[config.mk]
export PLATFORM = sky130hd
export DESIGN_NAME = mcsc_main_clock_ctrl
export DESIGN_NICKNAME = d
export VERILOG_FILES = /design/src/mcsc_main_clock_ctrl.v /design/src/mcsc_tick_div.v
export VERILOG_INCLUDE_DIRS = /design/src
export SDC_FILE = /design/constraint.sdc
export NUM_CORES = 1
export LEC_CHECK = 0
export BUFFER_PORTS_ARGS = -buffer_cell sky130_fd_sc_hd__buf_4
export CORE_UTILIZATION = 59
export CTS_CLUSTER_SIZE = 40
export DETAILED_ROUTE_END_ITERATION = 7
export PLACE_DENSITY_LB_ADDON = 0.05
export SYNTH_ARGS = -nofsm -noshare
export SYNTH_HDL_FRONTEND = slang
export SYNTH_SLANG_ARGS = --single-unit
[constraint.sdc]
create_clock -name clk_sys -period 3.11 [get_ports clk_sys]
set_input_delay 0.311 -clock clk_sys [delete_from_list [all_inputs] [get_ports clk_sys]]
set_output_delay 0.311 -clock clk_sys [all_outputs]
set_load 0.05 [all_outputs]
[src/mcsc_defs.vh]
// Purpose: Constants for the main clock source control block
// Assumes: Single 100 MHz system clock, all controls synchronous
// Notes:   Definitions only
`ifndef MCSC_DEFS_VH
`define MCSC_DEFS_VH
// ----------------------------------------
// Divider ratio codes
// ----------------------------------------
`define MCSC_DIV_W        3
`define MCSC_DIV_1        3'h0
`define MCSC_DIV_2        3'h1
`define MCSC_DIV_4        3'h2
`define MCSC_DIV_8        3'h3
`define MCSC_DIV_16       3'h4
`define MCSC_DIV_RESET    3'h1
// ----------------------------------------
// Pin modes
// ----------------------------------------
`define MCSC_PIN_PORT     2'h0
`define MCSC_PIN_XTAL     2'h1
`define MCSC_PIN_EXT      2'h2
// ----------------------------------------
// Clock sources
// ----------------------------------------
`define MCSC_SRC_INT      2'h0
`define MCSC_SRC_HS       2'h1
`define MCSC_SRC_SUB      2'h2
// ----------------------------------------
// Timing
// ----------------------------------------
`define MCSC_SETTLE_NS    2000
`define MCSC_CLK_NS       10
`define MCSC_PRE_W        4
`define MCSC_PRE_MAX      4'hF
`endif

[src/mcsc_main_clock_ctrl.v]
// Purpose: Main clock source selection, gating and CPU clock division
// Assumes: Clocks modelled as one-cycle enables of clk_sys
// Notes:   Main and CPU source and ratio changes take effect only on a period boundary
//
// Summary of operation
// - After reset both high-speed pins stay general-purpose port mode.
// - External select 0 with pin select 1 gives resonator oscillation mode.
// - Both selects 1 give external clock input on second pin only.
// - Clearing main oscillator stop starts oscillator or enables external input.
// - Setting main oscillator stop stops oscillator or disables external input.
// - Main and peripheral selects both 1 feed high-speed clock to both.
// - High-speed main clock forbids any other peripheral clock source.
// - Main select 0 gives internal clock to both; 1/0 splits them.
// - CPU source 0 divides main clock by 1,2,4,8,16 per ratio field.
// - Two status bits report internal, high-speed or subsystem CPU clock.
// - STOP mode halts crystal oscillation or external clock input.
// - Clearing internal oscillator stop restarts internal oscillator.
// - Stable flag rises once restarted internal oscillator accuracy settles.
// - Reset starts internal oscillator and selects it for the CPU.
// - Setting internal oscillator stop halts the internal clock.
// - CPU source 1 feeds the subsystem clock to the CPU.
`timescale 1ns/1ps
`default_nettype none
`include "mcsc_defs.vh"
module mcsc_main_clock_ctrl #(
  parameter SETTLE_CYC = (`MCSC_SETTLE_NS + `MCSC_CLK_NS - 1) / `MCSC_CLK_NS
) (
  // Clock and reset
  input  wire                   clk_sys,
  input  wire                   nrst,
  // Oscillator pin control
  input  wire                   ext_input_select,
  input  wire                   hs_pin_mode_select,
  input  wire                   main_osc_stop,
  input  wire                   internal_hs_osc_stop,
  input  wire                   stop_mode,
  // Clock mode control
  input  wire                   main_source_select,
  input  wire                   peripheral_source_select,
  input  wire                   cpu_source_select,
  input  wire [`MCSC_DIV_W-1:0] cpu_divider,
  // Source clock enables
  input  wire                   hs_clk_en,
  input  wire                   sub_clk_en,
  // Pin mode outputs
  output reg                    pin1_osc_mode,
  output reg                    pin2_osc_mode,
  output reg                    pin2_ext_input,
  output reg                    xtal_osc_enable,
  output reg                    ext_input_enable,
  output reg                    internal_hs_run,
  output reg                    internal_hs_stable_flag,
  // Clock enables and status
  output reg                    main_clk_en,
  output reg                    periph_clk_en,
  output reg                    cpu_clk_en,
  output reg                    cpu_on_subsystem_status,
  output reg                    main_on_hs_status
);
  // ----------------------------------------
  // Pin mode and oscillator control
  // ----------------------------------------
  reg [1:0] pin_mode;
  always @* begin
    if (!hs_pin_mode_select) begin
      pin_mode = `MCSC_PIN_PORT;
    end else if (ext_input_select) begin
      pin_mode = `MCSC_PIN_EXT;
    end else begin
      pin_mode = `MCSC_PIN_XTAL;
    end
  end
  wire hs_run_nxt = !main_osc_stop && !stop_mode;
  wire int_run_nxt = !internal_hs_osc_stop && !stop_mode;
  always @(posedge clk_sys or negedge nrst) begin
    if (!nrst) begin
      pin1_osc_mode    <= 1'b0;
      pin2_osc_mode    <= 1'b0;
      pin2_ext_input   <= 1'b0;
      xtal_osc_enable  <= 1'b0;
      ext_input_enable <= 1'b0;
      internal_hs_run  <= 1'b1;
    end else begin
      pin1_osc_mode    <= (pin_mode == `MCSC_PIN_XTAL);
      pin2_osc_mode    <= (pin_mode == `MCSC_PIN_XTAL);
      pin2_ext_input   <= (pin_mode == `MCSC_PIN_EXT);
      xtal_osc_enable  <= (pin_mode == `MCSC_PIN_XTAL) && hs_run_nxt;
      ext_input_enable <= (pin_mode == `MCSC_PIN_EXT) && hs_run_nxt;
      internal_hs_run  <= int_run_nxt;
    end
  end
  // ----------------------------------------
  // Internal oscillator accuracy settle
  // ----------------------------------------
  // Flag drops one cycle after internal_hs_run falls, so a stale stable state lasts at most one cycle
  reg [15:0] settle_r;
  // Counter is 16 bits wide, so settle counts above 65536 never complete
  localparam [31:0] SETTLE_LAST = SETTLE_CYC - 1;
  always @(posedge clk_sys or negedge nrst) begin
    if (!nrst) begin
      settle_r                <= 16'h0000;
      internal_hs_stable_flag <= 1'b0;
    end else if (!internal_hs_run) begin
      settle_r                <= 16'h0000;
      internal_hs_stable_flag <= 1'b0;
    end else if ({16'h0000, settle_r} >= SETTLE_LAST) begin
      internal_hs_stable_flag <= 1'b1;
    end else begin
      settle_r <= settle_r + 16'h0001;
    end
  end
  // ----------------------------------------
  // Main and peripheral source selection
  // ----------------------------------------
  // One helper picks between the two main sources; the main and prescaler paths
  // share one pulse train, while the peripheral path passes it its own select
  function pick_src;
    input use_hs;
    input hs_pulse;
    input int_pulse;
    begin
      if (use_hs) begin
        pick_src = hs_pulse;
      end else begin
        pick_src = int_pulse;
      end
    end
  endfunction
  // Main source follows the selects only at a CPU period boundary, so the
  // prescaler never mixes pulses of two sources inside one CPU period
  reg  main_hs_act_r;
  wire hs_avail  = (xtal_osc_enable | ext_input_enable) & hs_clk_en;
  wire int_tick  = internal_hs_run;
  wire main_hs   = main_source_select & peripheral_source_select;
  // Peripherals keep the high-speed clock while the main clock still uses it
  wire periph_hs = main_source_select | main_hs_act_r;
  wire main_tick = pick_src(main_hs_act_r, hs_avail, int_tick);
  always @(posedge clk_sys or negedge nrst) begin
    if (!nrst) begin
      main_clk_en   <= 1'b0;
      periph_clk_en <= 1'b0;
    end else begin
      main_clk_en   <= main_tick;
      periph_clk_en <= pick_src(periph_hs, hs_avail, int_tick);
    end
  end
  // ----------------------------------------
  // CPU divider with glitch-free switching
  // ----------------------------------------
  // New source and ratio are latched only at a period boundary, so no
  // shortened enable period can reach the CPU except on a switch to or from the subsystem clock or away from ratio 1
  // Limitation: if the source in use stops, no boundary comes and the
  // selection stays frozen until that source runs again
  reg [`MCSC_DIV_W-1:0]  div_act_r;
  reg [1:0]              src_act_r;
  reg [1:0]              src_req;
  reg                    boundary;
  wire [`MCSC_PRE_W-1:0] tick;
  mcsc_tick_div #(.W(`MCSC_PRE_W)) u_div (
    .clk_sys (clk_sys),
    .nrst    (nrst),
    .run     (main_tick),
    .tick    (tick)
  );
  function div_pulse;
    input [`MCSC_DIV_W-1:0] code;
    input                   base;
    input [`MCSC_PRE_W-1:0] t;
    begin
      case (code)
        `MCSC_DIV_1:  div_pulse = base;
        `MCSC_DIV_2:  div_pulse = t[0];
        `MCSC_DIV_4:  div_pulse = t[1];
        `MCSC_DIV_8:  div_pulse = t[2];
        `MCSC_DIV_16: div_pulse = t[3];
        default:      div_pulse = t[0];
      endcase
    end
  endfunction
  wire main_cpu_pulse = div_pulse(div_act_r, main_tick, tick);
  wire cpu_pulse = (src_act_r == `MCSC_SRC_SUB) ? sub_clk_en : main_cpu_pulse;
  always @* begin
    if (cpu_source_select) begin
      src_req = `MCSC_SRC_SUB;
    end else if (main_hs) begin
      src_req = `MCSC_SRC_HS;
    end else begin
      src_req = `MCSC_SRC_INT;
    end
  end
  always @* begin
    if (src_act_r == `MCSC_SRC_SUB) begin
      boundary = sub_clk_en;
    end else if (div_act_r == `MCSC_DIV_1) begin
      boundary = main_tick;
    end else begin
      boundary = (tick == `MCSC_PRE_MAX);
    end
  end
  always @(posedge clk_sys or negedge nrst) begin
    if (!nrst) begin
      div_act_r               <= `MCSC_DIV_RESET;
      src_act_r               <= `MCSC_SRC_INT;
      main_hs_act_r           <= 1'b0;
      cpu_clk_en              <= 1'b0;
      cpu_on_subsystem_status <= 1'b0;
      main_on_hs_status       <= 1'b0;
    end else begin
      cpu_clk_en <= cpu_pulse;
      if (boundary) begin
        div_act_r     <= (cpu_divider > `MCSC_DIV_16) ? div_act_r : cpu_divider;
        src_act_r     <= src_req;
        main_hs_act_r <= main_hs;
      end
      cpu_on_subsystem_status <= (src_act_r == `MCSC_SRC_SUB);
      main_on_hs_status       <= (src_act_r == `MCSC_SRC_HS);
    end
  end
endmodule // mcsc_main_clock_ctrl
`default_nettype wire

[src/mcsc_tick_div.v]
// Purpose: Run-gated prescaler producing one-cycle enable ticks
// Assumes: Runs on clk_sys
// Notes:   Bit k of tick pulses once every 2^(k+1) run pulses
`timescale 1ns/1ps
`default_nettype none
module mcsc_tick_div #(
  parameter W = 4
) (
  // Clock and reset
  input  wire         clk_sys,
  input  wire         nrst,
  // Enable
  input  wire         run,
  // Ticks
  output wire [W-1:0] tick
);
  reg [W-1:0] cnt_r;
  always @(posedge clk_sys or negedge nrst) begin
    if (!nrst) begin
      cnt_r <= {W{1'b0}};
    end else if (run) begin
      cnt_r <= cnt_r + {{(W-1){1'b0}}, 1'b1};
    end
  end
  genvar k;
  generate
    for (k = 0; k < W; k = k + 1) begin : g_tick
      assign tick[k] = run & (&cnt_r[k:0]);
    end
  endgenerate
endmodule // mcsc_tick_div
`default_nettype wire

Word level (Yosys, flattened, before mapping). Index checks and enable logic that the tools add are counted. W data, S select, Z words.

Word-level logic and storage cells: 65. Output and inout port bits: 12. Register bits: 37. Input bits: 15.

$add $sub $neg: 2. $lt $le $gt $ge: 2. Mux-type cells: 14. Equal/unequal tests: 10. Reduce and logical (&&, ||, !) cells: 12. Bitwise logic cells: 9.

Operators with widths (number): $mux W16 (2); $add A16 B1 Y16 const B (1); $ge A16 B8 Y1 const B (1); $mux W1 (8); $and A1 B1 Y1 (6); $eq A3 B2 Y1 const B (2); $mux W2 (3); $add A4 B1 Y4 const B (1); $eq A2 B1 Y1 const B (2); $eq A2 B2 Y1 const B (2); $eq A4 B4 Y1 const B (1); $logic_and A1 B1 Y1 (4); $pmux W1 S4 (1); $reduce_and A2 Y1 (2); $reduce_and A4 Y1 (1); $eq A3 B3 Y1 const B (1); $gt A3 B3 Y1 const B (1); $logic_not A1 Y1 (3); $logic_not A3 Y1 (1); $reduce_and A3 Y1 (1); $ne A2 B1 Y1 const B (1); $ne A2 B2 Y1 const B (1); $or A1 B1 Y1 (2); $not A1 Y1 (1).

Depth between registers and ports, before layout.
Depth in word-level cells: 8. Gate-level depth with buffers: 6. Mapped depth without buffers: 6.

Cells and area by module. A second synthesis with hierarchy kept.

Cells, all modules: 140. Area, all modules: 1660.3 sq um.

Modules (own cells, without submodules): mcsc_main_clock_ctrl (cells an instance 125, seq. area each 828.3 sq um, times used 1, area each 1458.9 sq um); mcsc_tick_div (cells an instance 15, seq. area each 100.1 sq um, times used 1, area each 201.4 sq um).

Worst setup path after synthesis. No wires, ideal clock.

Path kind: reg2reg. Start point: register settle_r[0]. End point: register settle_r[5]. Stages on the path, launching flop included: 6. Data required time: 3.032 ns. Library setup time: 0.078 ns. Clock period less this slack: 1.814 ns. Buffers on the path: 0. Arrival time: 1.736 ns. Setup slack: 1.296 ns. Cells stage by stage: dfrtp_1 > ha_1 > a2111oi_4 > o2111ai_2 > or3_1 > a21oi_1.

Cells in the longest elaborated chain, start to end: 3. Elaborated cells between the ends (all ways): 5. Classes of those cells: add/sub (1); order compare (1); eq/ne (1); mux (2).

RTL lines: start: declaration (line mcsc_main_clock_ctrl.v:96) `reg [15:0] settle_r;`; start signal: assignment (line mcsc_main_clock_ctrl.v:109) `settle_r <= settle_r + 16'h0001;`; $add A16 B1 Y16 (line mcsc_main_clock_ctrl.v:109); $mux W16 (line mcsc_main_clock_ctrl.v:106) `end else if ({16'h0000, settle_r} >= SETTLE_LAST) begin`; $mux W16 (line mcsc_main_clock_ctrl.v:103) `end else if (!internal_hs_run) begin`.

Several ways; a longest one is shown, not always the timed one. The select of a mux whose other input is x is not followed. A chain may end at the register's enable or synchronous reset.

Final worst setup path. Ends and elaborated chain as after synthesis.

==> results.tsv <==
metric	value	unit
vias in the first global route	1185	
initial antenna violation count	0	
CTS root buf	clkbuf_4	
DRC violations left	0	
Reg2Reg Depth	5	
Int Power	852	uW
# nets final	198	
Crit Path Category	flop to flop	
outcome	completed	
fin. max-slew vios	0	
accumulated negative setup slack	0	ps
final count of negative-setup-slack endpoints	0	
DRT Pass-1 Iters	4	
Setup Skew	4.58	ps
Setup crit start kind	flop	
worst slew margin relative to its limit	65.2	%
final hold violation count	0	
gr usage total	21.5	%
drt total wl	3030	um
I/O pin total	27	
critical path fanouts, max	7	
Worst-path clk slew	100	ps
max-cap violation count	0	
average wire per cell in the routed design	14.3	um
routed vias	1261	
number of synthesized register bits	37	
hold path startpoint	internal_hs_osc_stop	
Crit Reg-Reg Endpoint	settle_r[5]$_DFFE_PN0P_	
width of the chip	55.7	um
warnings from Yosys	0	
clock buffer depth	2	
RSZ-0062 raised after global routing	no	
CTS Sinks	37	
Fmax achieved	0.510	GHz
row cnt	19	
R2R Path Start	settle_r[0]$_DFFE_PN0P_	
crit share post-route	63.1	%
Comb pwr share	30.6	%
Tmin final	1960	ps
worst skew pair latency	330	ps
initial core utilization	61.8	%
post-CTS setup buffers	0	
GP Congestion	0.759	
Seq pwr share	49.7	%
Worst Path Required	3370	ps
library cells used by synthesis	48	
Syn Inst Count	148	
Final ANT Viol Nets	0	
Post-synth EDFFs	0	
switching power	457	uW
Die Span Y	55.7	um
FILL cells	205	
Die ar.	0.00311	sq mm
Synth Cell Area	0.00170	sq mm
ys async rst share	100	%
Post-Syn Nets	166	
R2R Setup Slk	1150	ps
Hold Path Depth	2	
post-synthesis sequential area ratio	54.5	%
H-tree lvl count	2	
input/output buffers	26	
Endpoint, Worst Hold	internal_hs_run$_DFF_PN1_	
pwr dens	655	mW/mm^2
layout cells sized above 1	27.6	%
Synth-to-Final Area Change	17.3	%
Switching Share	34.9	%
CP arrival	2220	ps
Core ar.	0.00276	sq mm
largest net degree at the start of global routing	38	
worst hold path type	input port to flop	
CTS tree	done	
Antenna Diode Count	0	
final core occ	72.5	%
clock share of power	19.8	%
syn_area_per_cell	11.5	sq um
final global-route overflow total	0	
first-pass GRT wire length	5180	um
Via density	5.95	
DRT iter0 DRCs	42	
crit end category	flop	
Peak supply drop	548	uV
Leak	0.000921	uW
CTS buffer count	5	
Final HPWL DP	2190	um
actual slew at the worst max-slew pin	519	ps
ys flop type	dfrtp_1	
[metal layers]
layer	global-route usage, %	part of all wire [%]
met2	33.2	48
met1	29.0	46
met5	0	0
met4	11.1	1.3
met3	4.19	4.1
[area by class of cell]
class / count / area, sq um / share of cell area (%)
tap: 31 / 38.8 / 1.94
inverter: 5 / 18.8 / 0.939
timing repair buffer: 28 / 213 / 10.6
sequential: 37 / 928 / 46.5
multi-input combinational: 103 / 741 / 37.1
clock buffer: 8 / 58.8 / 2.94
[sequential cells by signal, indices dropped and copies added, names as in the netlist, 2 cells and up]
name         count
div_act_r        3
settle_r        16
src_act_r        2
u_div.cnt_r      4
[worst max-delay path by stage]
stage,from,end,slack [ps],cells after the start
3_3_place_gp,settle_r[0]$_DFFE_PN0P_,settle_r[5]$_DFFE_PN0P_,1230,5
6_report,settle_r[0]$_DFFE_PN0P_,settle_r[5]$_DFFE_PN0P_,1150,5
2_1_floorplan,settle_r[0]$_DFFE_PN0P_,settle_r[5]$_DFFE_PN0P_,1300,5
5_1_grt,settle_r[0]$_DFFE_PN0P_,settle_r[3]$_DFFE_PN0P_,1060,5
4_1_cts,settle_r[0]$_DFFE_PN0P_,settle_r[5]$_DFFE_PN0P_,1150,5
3_5_place_dp,settle_r[0]$_DFFE_PN0P_,settle_r[5]$_DFFE_PN0P_,1180,5
[stage by stage]
| step | cells | hold slack, ps | instance area, sq um | power [uW] | setup slack, ps |
|---|---|---|---|---|---|
| 5_1_grt | 212 | 67.5 | 2000 | 1370 | 1060 |
| 2_1_floorplan | 148 | 15.4 | 1700 | 928 | 1300 |
| 4_1_cts | 212 | 64.8 | 2000 | 1310 | 1150 |
| 6_report | 212 | 77.2 | 2000 | 1310 | 1150 |
| 3_3_place_gp | 203 | 291 | 1930 | 1040 | 1230 |
| 3_5_place_dp | 203 | 293 | 1930 | 1060 | 1180 |
[power groups by stage]
stage	sequential [uW]	clock [uW]	combinational (uW)
2_1_floorplan	724	0	204
3_3_place_gp	653	0	384
3_5_place_dp	658	0	398
4_1_cts	648	263	403
5_1_grt	660	275	435
6_report	650	259	400
[critical path: stages, from the launching register on]
cell	delay, ps
dfrtp_1	430
ha_1	280
a2111oi_4	420
o2111ai_2	220
or3_1	390
a21oi_1	160
[cells in the mapped netlist, types with 3 or more instances]
cell type  count  share of area [%]
and2_1        13                4.8
inv_1          3               0.66
o21a_1         3                1.3
nand2b_1       3                1.1
nand2_1        9                2.0
or3_1          4                1.5
nand3_1        3               0.88
dfrtp_1       35                 51
a21oi_1        5                1.5
o21ai_0        7                2.1
nand4_1        3                1.1
mux2_2         3                2.0
nor2_1         9                2.0
ha_1           3                2.2
[logic make-up (layout without fill, tap and decap cells)]
logic type	count (synthesis)	after routing	synth area share [%]
compound gates	34	34	15.7
xor+xnor	3	3	1.54
fa+ha+maj	3	3	2.20
buf+inv	8	41	2.06
flops	37	37	54.5
mux	5	5	3.16
simple gates	58	58	20.9
[placed cells by master (no fill, tap or decap), types with 3 or more instances in the layout]
cell type / Yosys / final
o21ai_0: 7 / 7
ha_1: 3 / 3
nor2_1: 9 / 9
buf_4: 1 / 27
nand3_1: 3 / 3
o21a_1: 3 / 3
nand2_1: 9 / 9
clkbuf_4: 0 / 5
and2_1: 13 / 13
inv_1: 3 / 3
mux2_2: 3 / 3
nand2b_1: 3 / 3
dfrtp_1: 35 / 35
or3_1: 4 / 4
nand4_1: 3 / 3
a21oi_1: 5 / 5
[what timing repair did]
action,CTS,global route
hold buffers,1,0
gates resized for setup,0,0
hold endpoints to repair,35,0
(Power assumes the default switching activity.)
